**config.mk**
```make
export PLATFORM = sky130hd
export DESIGN_NAME = spa_parked_axis
export DESIGN_NICKNAME = d
export VERILOG_FILES = /design/src/rtl/spa_ack_mux.v /design/src/rtl/spa_parked_axis.v
export VERILOG_INCLUDE_DIRS = /design/src /design/src/common
export SDC_FILE = /design/constraint.sdc
export NUM_CORES = 1
export LEC_CHECK = 0
export BUFFER_PORTS_ARGS = -buffer_cell sky130_fd_sc_hd__buf_2
export CAP_MARGIN = 20
export CORE_ASPECT_RATIO = 1.2
export CORE_MARGIN = 2
export CORE_UTILIZATION = 46
export DETAILED_ROUTE_END_ITERATION = 6
export HOLD_SLACK_MARGIN = 0.08
export PLACE_DENSITY_LB_ADDON = 0.25
export SLEW_MARGIN = 10
export SYNTH_ARGS = -nofsm -noshare
export SYNTH_HDL_FRONTEND = slang
export SYNTH_SLANG_ARGS = --single-unit
```
**constraint.sdc**
```tcl
create_clock -name i_core_clk -period 1.8 [get_ports i_core_clk]
set_input_delay 0.18 -clock i_core_clk [delete_from_list [all_inputs] [get_ports i_core_clk]]
set_output_delay 0.18 -clock i_core_clk [all_outputs]
set_load 0.005 [all_outputs]
```
**src/common/spa_defines.vh**
```
// Functional notes
// - parked axis: output stage locked on both channels
// - encoder monitoring off while parked, whatever the parked-safe setting
// - speed, acceleration, position supervision off while parked
// - enter only with safety active and parking
// - reject parked-safe together with braking system
// - acknowledge only when parked-safe bit set
// - single-ack axis drives plain and complement outputs
// - slave also reports over chain bus
// - PLC master: safe only if all present slaves safe
// - door master: also needs dual-channel selector
// - show parked-axis code on display
// - status word shows current safety state
`ifndef SPA_DEFINES_VH
`define SPA_DEFINES_VH

// ack role encodings
`define SPA_ROLE_SINGLE 2'h0
`define SPA_ROLE_SLAVE 2'h1
`define SPA_ROLE_MST_PLC 2'h2
`define SPA_ROLE_MST_DOOR 2'h3

// display codes, two ascii characters
`define SPA_DISP_PARKED 16'h5041
`define SPA_DISP_BLANK 16'h2020

// status word bit positions
`define SPA_ST_SAFETY_ON 0
`define SPA_ST_PARKED 1
`define SPA_ST_LOCKED 2
`define SPA_ST_ACK 3
`define SPA_ST_CFG_ERR 4
`define SPA_ST_LOCK_FLT 5
`define SPA_ST_ACK_FLT 6
`define SPA_ST_W 8

// lock confirmation timeout, in ns, and in cycles at 40 ns
`define SPA_LOCK_TMO_NS 2000
`define SPA_CLK_NS 40
`define SPA_LOCK_TMO_CYC (`SPA_LOCK_TMO_NS / `SPA_CLK_NS)
`define SPA_CNT_W 6
`define SPA_NSLV 4

`endif

```
**src/rtl/spa_ack_mux.v**
```verilog
`timescale 1ns/1ns
`include "spa_defines.vh"

module spa_ack_mux
(
    input wire [1:0] i_role, // acknowledgment role
    input wire i_safe, // axis itself in safe parked state
    input wire [`SPA_NSLV-1:0] i_slave_safe, // per slave safe report
    input wire [`SPA_NSLV-1:0] i_slave_present, // slave is configured
    input wire i_sel_ch1, // mode selector channel 1
    input wire i_sel_ch2, // mode selector channel 2
    output reg o_ack // resulting safety acknowledgment
);

    wire all_slaves;

    // absent slaves do not hold the master off
    assign all_slaves = &(i_slave_safe | ~i_slave_present);

    // role based combination of own and slave safety
    always @*
    begin
        case (i_role)
            `SPA_ROLE_SINGLE: o_ack = i_safe;
            `SPA_ROLE_SLAVE: o_ack = i_safe;
            `SPA_ROLE_MST_PLC: o_ack = i_safe & all_slaves;
            `SPA_ROLE_MST_DOOR:
                o_ack = i_safe & all_slaves & i_sel_ch1 & i_sel_ch2;
            default: o_ack = 1'b0;
        endcase
    end

endmodule

```
**src/rtl/spa_parked_axis.v**
```verilog
`timescale 1ns/1ns
`include "spa_defines.vh"

module spa_parked_axis
(
    input wire i_core_clk, // core clock, 25 MHz
    input wire i_rstn, // async reset, active low
    input wire i_safety_active, // safety technology activated
    input wire i_park_select, // drive parking function selected
    input wire i_cfg_parked_safe, // parked axis declared safe
    input wire i_cfg_brake_hold, // braking and holding system set
    input wire [1:0] i_cfg_role, // acknowledgment role
    input wire i_lock_conf_ch1, // channel 1 lock confirmed
    input wire i_lock_conf_ch2, // channel 2 lock confirmed
    input wire [`SPA_NSLV-1:0] i_slave_safe, // slave safe reports
    input wire [`SPA_NSLV-1:0] i_slave_present, // slaves configured
    input wire i_sel_ch1, // mode selector channel 1
    input wire i_sel_ch2, // mode selector channel 2
    input wire i_diag_out_rb, // plain output read back
    input wire i_diag_cmp_rb, // complement output read back
    input wire i_fault_clear, // clear latched faults
    output reg o_lock_ch1, // output stage lock channel 1
    output reg o_lock_ch2, // output stage lock channel 2
    output reg o_enc_mon_en, // encoder monitoring enable
    output reg o_motion_mon_en, // speed/accel/position enable
    output reg o_diag_output_plain, // diagnostic output, high = safe
    output reg o_diag_output_complement, // complement, low = safe
    output reg o_diag_chain_bus, // safe report to chain master
    output reg [15:0] o_display, // front-panel characters
    output reg [`SPA_ST_W-1:0] o_status, // safety operating status
    output reg o_cfg_error, // configuration rejected
    output reg o_output_stage_interlock_fault, // lock not confirmed
    output reg o_ack_signal_check_fault // ack read back mismatch
);

    // ************************************************************
    // state
    // ************************************************************
    localparam ST_RUN = 3'b001;
    localparam ST_LOCKING = 3'b010;
    localparam ST_PARKED = 3'b100;

    reg [2:0] state_reg;
    reg [2:0] state_next;
    reg [`SPA_CNT_W-1:0] tmo_reg;
    reg [`SPA_CNT_W-1:0] tmo_next;
    reg lock_flt_reg;
    reg ack_flt_reg;
    reg ack_prev_reg;
    wire cfg_bad;
    wire want_park;
    wire confirmed;
    wire own_safe;
    wire mux_ack;
    wire locking;

    // parked-safe and braking system are mutually exclusive
    assign cfg_bad = i_cfg_parked_safe & i_cfg_brake_hold;
    assign want_park = i_safety_active & i_park_select;
    assign confirmed = i_lock_conf_ch1 & i_lock_conf_ch2;
    assign locking = state_reg != ST_RUN;
    assign own_safe = (state_reg == ST_PARKED) & i_cfg_parked_safe
        & ~cfg_bad & ~lock_flt_reg;

    // role dependent acknowledgment
    spa_ack_mux u_ack_mux
    (
        .i_role(i_cfg_role),
        .i_safe(own_safe),
        .i_slave_safe(i_slave_safe),
        .i_slave_present(i_slave_present),
        .i_sel_ch1(i_sel_ch1),
        .i_sel_ch2(i_sel_ch2),
        .o_ack(mux_ack)
    );

    // ************************************************************
    // next state
    // ************************************************************
    always @*
    begin
        state_next = state_reg;
        tmo_next = tmo_reg;
        case (state_reg)
            ST_RUN:
            begin
                tmo_next = {`SPA_CNT_W{1'b0}};
                if (want_park)
                    state_next = ST_LOCKING;
            end
            ST_LOCKING:
            begin
                if (!want_park)
                    state_next = ST_RUN;
                else if (confirmed)
                    state_next = ST_PARKED;
                else if (tmo_reg != `SPA_LOCK_TMO_CYC)
                    tmo_next = tmo_reg + 1'b1;
            end
            ST_PARKED:
            begin
                if (!want_park)
                    state_next = ST_RUN;
            end
            default: state_next = ST_RUN;
        endcase
    end

    // state registers
    always @(posedge i_core_clk or negedge i_rstn)
    begin
        if (!i_rstn)
        begin
            state_reg <= ST_RUN;
            tmo_reg <= {`SPA_CNT_W{1'b0}};
        end
        else
        begin
            state_reg <= state_next;
            tmo_reg <= tmo_next;
        end
    end

    // ************************************************************
    // faults
    // ************************************************************
    // sticky faults, a new fault beats a clear in the same cycle
    always @(posedge i_core_clk or negedge i_rstn)
    begin
        if (!i_rstn)
        begin
            lock_flt_reg <= 1'b0;
            ack_flt_reg <= 1'b0;
            ack_prev_reg <= 1'b0;
        end
        else
        begin
            ack_prev_reg <= o_diag_output_plain;
            // confirmation missing at timeout or lost while parked
            if ((state_reg == ST_LOCKING && !confirmed
                    && tmo_reg == `SPA_LOCK_TMO_CYC)
                || (state_reg == ST_PARKED && !confirmed))
                lock_flt_reg <= 1'b1;
            else if (i_fault_clear)
                lock_flt_reg <= 1'b0;
            // outputs must read back as a stable complementary pair
            if (ack_prev_reg == o_diag_output_plain
                && (i_diag_out_rb != o_diag_output_plain
                    || i_diag_cmp_rb != o_diag_output_complement))
                ack_flt_reg <= 1'b1;
            else if (i_fault_clear)
                ack_flt_reg <= 1'b0;
        end
    end

    // ************************************************************
    // outputs
    // ************************************************************
    always @(posedge i_core_clk or negedge i_rstn)
    begin
        if (!i_rstn)
        begin
            o_lock_ch1 <= 1'b0;
            o_lock_ch2 <= 1'b0;
            o_enc_mon_en <= 1'b1;
            o_motion_mon_en <= 1'b1;
            o_diag_output_plain <= 1'b0;
            o_diag_output_complement <= 1'b1;
            o_diag_chain_bus <= 1'b0;
            o_display <= `SPA_DISP_BLANK;
            o_status <= {`SPA_ST_W{1'b0}};
            o_cfg_error <= 1'b0;
            o_output_stage_interlock_fault <= 1'b0;
            o_ack_signal_check_fault <= 1'b0;
        end
        else
        begin
            // lock held on both channels while parking
            o_lock_ch1 <= (state_next != ST_RUN);
            o_lock_ch2 <= (state_next != ST_RUN);
            o_enc_mon_en <= (state_next == ST_RUN);
            o_motion_mon_en <= (state_next == ST_RUN);
            o_diag_output_plain <= mux_ack;
            o_diag_output_complement <= ~mux_ack;
            o_diag_chain_bus <= (i_cfg_role == `SPA_ROLE_SLAVE)
                & mux_ack;
            o_display <= (state_reg == ST_PARKED) ?
                `SPA_DISP_PARKED : `SPA_DISP_BLANK;
            o_cfg_error <= cfg_bad;
            o_output_stage_interlock_fault <= lock_flt_reg;
            o_ack_signal_check_fault <= ack_flt_reg;
            // status word snapshot
            o_status <= {{(`SPA_ST_W-7){1'b0}}, ack_flt_reg, lock_flt_reg,
                cfg_bad, mux_ack, locking,
                state_reg == ST_PARKED, i_safety_active};
        end
    end

endmodule

```
== Yosys cells after proc, flatten, opt, wreduce, memory -nomap -nowiden ==
Cells that the tools add are included.

* Logic and storage cells: 76
* Input port bits: 23
* Memories kept: 0
* Bits in latches: 0
* Memory bits (read-only): 0
* Output and inout bits: 34
* RAM bits: 0
* Bits in registers: 42

* Equal/unequal tests: 17
* $lt $le $gt $ge: 0
* Add/sub/neg operators: 1
* Mux-type cells: 14
* Multipliers: 0
* Shift-type cells: 0
* Reductions and logical operators: 14
* Div/mod/pow operators: 0
* Bitwise operators: 15

{| class="wikitable"
|+ Operators with widths
! cell !! number
|-
| $mux W6 || 3
|-
| $mux W15 || 1
|-
| $mux W3 || 4
|-
| $pmux W6 S2 || 1
|-
| $and A1 B1 Y1 || 10
|-
| $pmux W3 S3 || 1
|-
| $reduce_and A4 Y1 || 2
|-
| $add A6 B1 Y6 const B || 1
|-
| $eq A3 B1 Y1 const B || 2
|-
| $eq A6 B6 Y1 const B || 1
|-
| $ne A2 B2 Y1 const B || 3
|-
| $ne A3 B1 Y1 const B || 2
|-
| $ne A6 B6 Y1 const B || 1
|-
| $reduce_bool A2 Y1 || 3
|-
| $eq A2 B2 Y1 const B || 2
|-
| $logic_and A1 B1 Y1 || 4
|-
| $not A4 Y4 || 1
|-
| $or A4 B4 Y4 || 1
|-
| $eq A3 B2 Y1 const B || 1
|-
| $eq A3 B3 Y1 const B || 1
|-
| $mux W1 || 3
|-
| $not A1 Y1 || 3
|-
| $pmux W1 S3 || 1
|-
| $eq A2 B1 Y1 const B || 1
|-
| other kinds (6) || 8
|}

== Logic depth before layout (Yosys ltp) ==
* Word-level depth: 9
* Depth in mapped cells: 6
* Gate-level depth less buffers: 6

== Cells and area by module ==
Synthesis repeated with hierarchy kept, for this count alone.

* Cell total of the unflattened synthesis: 132
* Area, all modules: 1,316.3 um^2

{| class="wikitable"
|+ Modules (own cells, without submodules)
! module !! sequential area each (um^2) !! area an instance (um^2) !! cells an instance !! instances
|-
| spa_parked_axis || 605.6 || 1,257.5 || 122 || 1
|-
| spa_ack_mux || 0.0 || 58.8 || 10 || 1
|}

== Worst setup path after synthesis ==
OpenSTA, ideal clock, no wires.

* Kind: reg2reg
* Start: register tmo_reg[0]
* End: register tmo_reg[0]
* Slack: 0.397 ns
* Data arrival time: 1.299 ns
* Path buffers: 0
* Stages on the path, launching flop included: 7
* Library setup time: 0.104 ns
* Data required time: 1.696 ns
* Clock period less this slack: 1.403 ns
* Cell sequence: dfrtp_1 > inv_1 > ha_1 > nand4b_1 > nor2_1 > or3_1 > a221oi_1

* Longest elaborated chain between the ends: 5
* Elaborated cells between the ends (all ways): 8
* Those cells by class: 1 x add/sub; 2 x eq/ne; 4 x mux; 1 x reduce/logical

{| class="wikitable"
|+ Ends and longest elaborated chain
! what !! RTL line !! source
|-
| start: declaration || spa_parked_axis.v:45 || <nowiki>reg [`SPA_CNT_W-1:0] tmo_reg;</nowiki>
|-
| start signal: assignment || spa_parked_axis.v:115 || <nowiki>tmo_reg <= {`SPA_CNT_W{1'b0}};</nowiki>
|-
| start signal: assignment || spa_parked_axis.v:120 || <nowiki>tmo_reg <= tmo_next;</nowiki>
|-
| $add A6 B1 Y6 || spa_parked_axis.v:98 || <nowiki>tmo_next = tmo_reg + 1'b1;</nowiki>
|-
| $mux W6 || spa_parked_axis.v:97 || <nowiki>else if (tmo_reg != `SPA_LOCK_TMO_CYC)</nowiki>
|-
| $mux W6 || spa_parked_axis.v:95 || <nowiki>else if (confirmed)</nowiki>
|-
| $mux W6 || spa_parked_axis.v:93 || <nowiki>if (!want_park)</nowiki>
|-
| $pmux W6 S2 || spa_parked_axis.v:84 || <nowiki>case (state_reg)</nowiki>
|}

Several ways; a longest one is shown, not always the timed one. The select of a mux whose other input is x is not followed.
A chain may end at the register's enable or synchronous reset.

== Worst setup path in the final report ==
Same ends and word-level chain as after synthesis.

==> summary.txt <==
Placement
  – # port buffers: 45
  – DPL Wire Length: 1840 um
  – DP Cell Count: 191
  – Setup slack after placement: 228 ps
  – Routability Congestion: 0.907
  – Placed cell areas: 1380 um^2

Clock tree
  – TritonCTS Buffers: 3
  – Clock Tree Root: clkbuf_4
  – Post_cts resized: 0
  – Max clock buf depth: 2
  – H-tree depth: 1
  – CTS tree: yes
  – CTS sink count: 24
  – Clock transition at path regs: 120 ps
  – Clk_lat worst skew: 300 ps

Setup path
  – Crit path largest cell delay: 420 ps
  – Worst Path Max Fanout: 6
  – CP max stage cell: dfrtp_1
  – Worst r2r path cells: 6
  – Buf+Inv Stages, Crit Path: 1
  – Crit path depth: 6
  – Worst path cell trace: inv_1, ha_1, nand4b_1, nor2_1, or3_1, a221oi_1
  – Critical Path RT: 2000 ps
  – Worst setup EP type: flip-flop
  – Type of origin of the critical path: flip-flop
  – Cell family with most CP delay: simple AND/OR/NAND/NOR gates
  – CP arrival: 1790 ps
  – Crit Path Class: reg2reg

Synth
  – Main flop type after synthesis: dfrtp_1
  – Avg Cell Area, Syn: 9.97 um^2
  – Syn Std Cell Area: 1240 um^2
  – Yosys warnings: 0
  – Synth unique cells: 36
  – Cells after Synth: 124
  – Synth Register Bits: 24
  – Seq/Total Area, Yosys: 0.490
  – EDFF count, synth: 0
  – Asr flop ratio synth: 1.00

Power and ir drop
  – Leakage: 0.754 nW
  – Peak supply drop: 0.429 mV
  – PD cells: 617 nW/um^2

STA
  – Slew margin rel.: 0.657
  – RSZ-0062 raised after global routing: no
  – Worst Skew: 4.05 ps
  – Fmax: 0.629 GHz
  – Fin worst setup slack: 211 ps
  – Max Transition Viols Final: 0
  – Sum Neg Setup Slack: 0 ps
  – Final setup fails: 0
  – Worst-margin pin slew: 515 ps
  – Fin crit period: 1590 ps
  – Final Cycle Share: 0.883
  – Final hold violations: 0

Cells and area
  – Ant diodes: 0
  – Area Overhead vs Synth: 16.1%
  – Non-Filler Instances: 197
  – Nets: 191
  – Fin area: 1440 um^2
  – Layout Utilization: 0.562
  – Share of layout cells above drive strength 1: 0.341
  – Max reg flops: 7

Die
  – Row cnt: 20
  – Die width: 51.3 um
  – IO Pins: 57
  – Core area: 2550 um^2
  – Full die area: 3120 um^2
  – Vert. Die Dim: 60.8 um
  – Effective utilization at floorplan: 0.484

Detailed routing
  – DRT Pass-1 Iters: 4
  – Vias: 977
  – ANT nets after route: 0
  – DR WL/cell: 11.7 um
  – Number of remaining DRC errors: 0
  – Vias per inst: 4.96
  – Initial DRC Count: 31
  – WL final: 2310 um

Hold path
  – Hold crit path type: in2reg
  – Hold Path Depth: 2

GRT
  – Total global routing overflow: 0
  – First-pass GRT wire length: 3480 um
  – Gr usage total: 0.149
  – Largest net degree at the start of global routing: 25
  – Initial antenna violation count: 0
  – Vias in the first global route: 820

Status
  – Outcome: finished clean

Flow run
  – Max-cap violations: 0
-- kinds of logic after synthesis --
| group | Yosys count | share of synthesized area |
|---|---|---|
| and+or+nand+nor | 39 | 0.180 |
| buffers and inverters | 34 | 0.170 |
| DFF | 24 | 0.490 |
| AOI/OAI and AO/OA | 22 | 0.121 |
| adders and majority gates | 2 | 0.0202 |
| other | 1 | 0.00303 |
| xor gates and xnor gates | 1 | 0.00709 |
| muxes | 1 | 0.00810 |
-- synth_stat cells, types with 2 or more instances --
| library cell | count | share of area |
|---|---|---|
| a21boi_0 | 2 | 0.012 |
| a21oi_1 | 4 | 0.016 |
| buf_4 | 22 | 0.13 |
| dfrtp_1 | 20 | 0.40 |
| dfstp_2 | 4 | 0.085 |
| ha_1 | 2 | 0.020 |
| inv_1 | 12 | 0.036 |
| nand2_1 | 7 | 0.021 |
| nand2b_1 | 5 | 0.025 |
| nand3_1 | 4 | 0.016 |
| nand4_1 | 2 | 0.010 |
| nor2_1 | 7 | 0.021 |
| nor2b_1 | 2 | 0.010 |
| o211ai_1 | 2 | 0.012 |
| o21ai_0 | 3 | 0.012 |
| o21bai_1 | 2 | 0.012 |
| o22ai_1 | 2 | 0.010 |
| o31ai_1 | 2 | 0.012 |
| or3_1 | 3 | 0.015 |
-- cells in the final DEF, fill, tap and decap left out, types with 2 or more instances in the layout --
master / instances
o21ai_0: 3
nand4_1: 2
a21boi_0: 2
o211ai_1: 2
buf_2: 45
or3_1: 3
conb_1: 11
nand2b_1: 5
dfstp_2: 4
nand2_1: 7
inv_1: 12
dfrtp_1: 20
o31ai_1: 2
nor2_1: 7
clkbuf_4: 3
a21oi_1: 4
dlygate4sd3_1: 3
o21bai_1: 2
nor2b_1: 2
ha_1: 2
nand3_1: 4
o22ai_1: 2
-- metrics by stage --
| step | power (mW) | hold slack, ps |
|---|---|---|
| finish | 0.885 | 103 |
| global route | 0.929 | 96.1 |
| CTS | 0.892 | 99.7 |
| detailed placement | 0.672 | 185 |
| global placement | 0.669 | 181 |
| floorplan | 0.637 | -116 |
-- routing by layer --
| metal | track usage | routed length (um) | vias to the layer above |
|---|---|---|---|
| li1 | - | - | 468 |
| met1 | 0.167 | 872 | 466 |
| met2 | 0.286 | 1260 | 41 |
| met3 | 0.0246 | 158 | 2 |
| met4 | 0.0489 | 17 | 0 |
| met5 | 0 | 0 | - |
-- what timing repair did --
item,CTS,global route
hold endpoints to repair,22,0
hold buffers,3,0
buffers inserted,0,0
-- where the power goes --
group          internal (mW)  switching, mW  total, mW
clock                 0.0778          0.140      0.218
sequential             0.554        0.00769      0.561
combinational         0.0468         0.0587      0.106
-- area by class of cell --
cell class,count,area [um^2]
fillers,235,1120
repair buffers,49,263
multi-input cells,76,458
well taps,33,41.3
inverters,12,45.0
clock buffers,3,22.5
flip-flops and latches,24,606
-- worst paths after layout --
path                                    startpoint                                 end  slack (ps)
min                              i_cfg_parked_safe               o_status[4]$_DFF_PN0_         100
max                         tmo_reg[0]$_DFFE_PN0P_              tmo_reg[0]$_DFFE_PN0P_         210
min reg2reg                ack_flt_reg$_DFFE_PN0P_               o_status[6]$_DFF_PN0_         390
max reg2reg                 tmo_reg[0]$_DFFE_PN0P_              tmo_reg[0]$_DFFE_PN0P_         210
min in group asynchronous                   i_rstn              state_reg[1]$_DFF_PN0_         370
max in group asynchronous                   i_rstn  o_diag_output_complement$_DFF_PN1_        1060
-- worst register-to-register path, delay by kind of cell (launching register included) --
family	cells	cell delay, ps
AO/OA/AOI/OAI	1	250
adder cells (fa/ha/maj)	1	210
buffers and inverters	1	120
flip-flops	1	420
AND/OR/NAND/NOR	3	510
No activity file was read; power rests on OpenSTA's default activity.
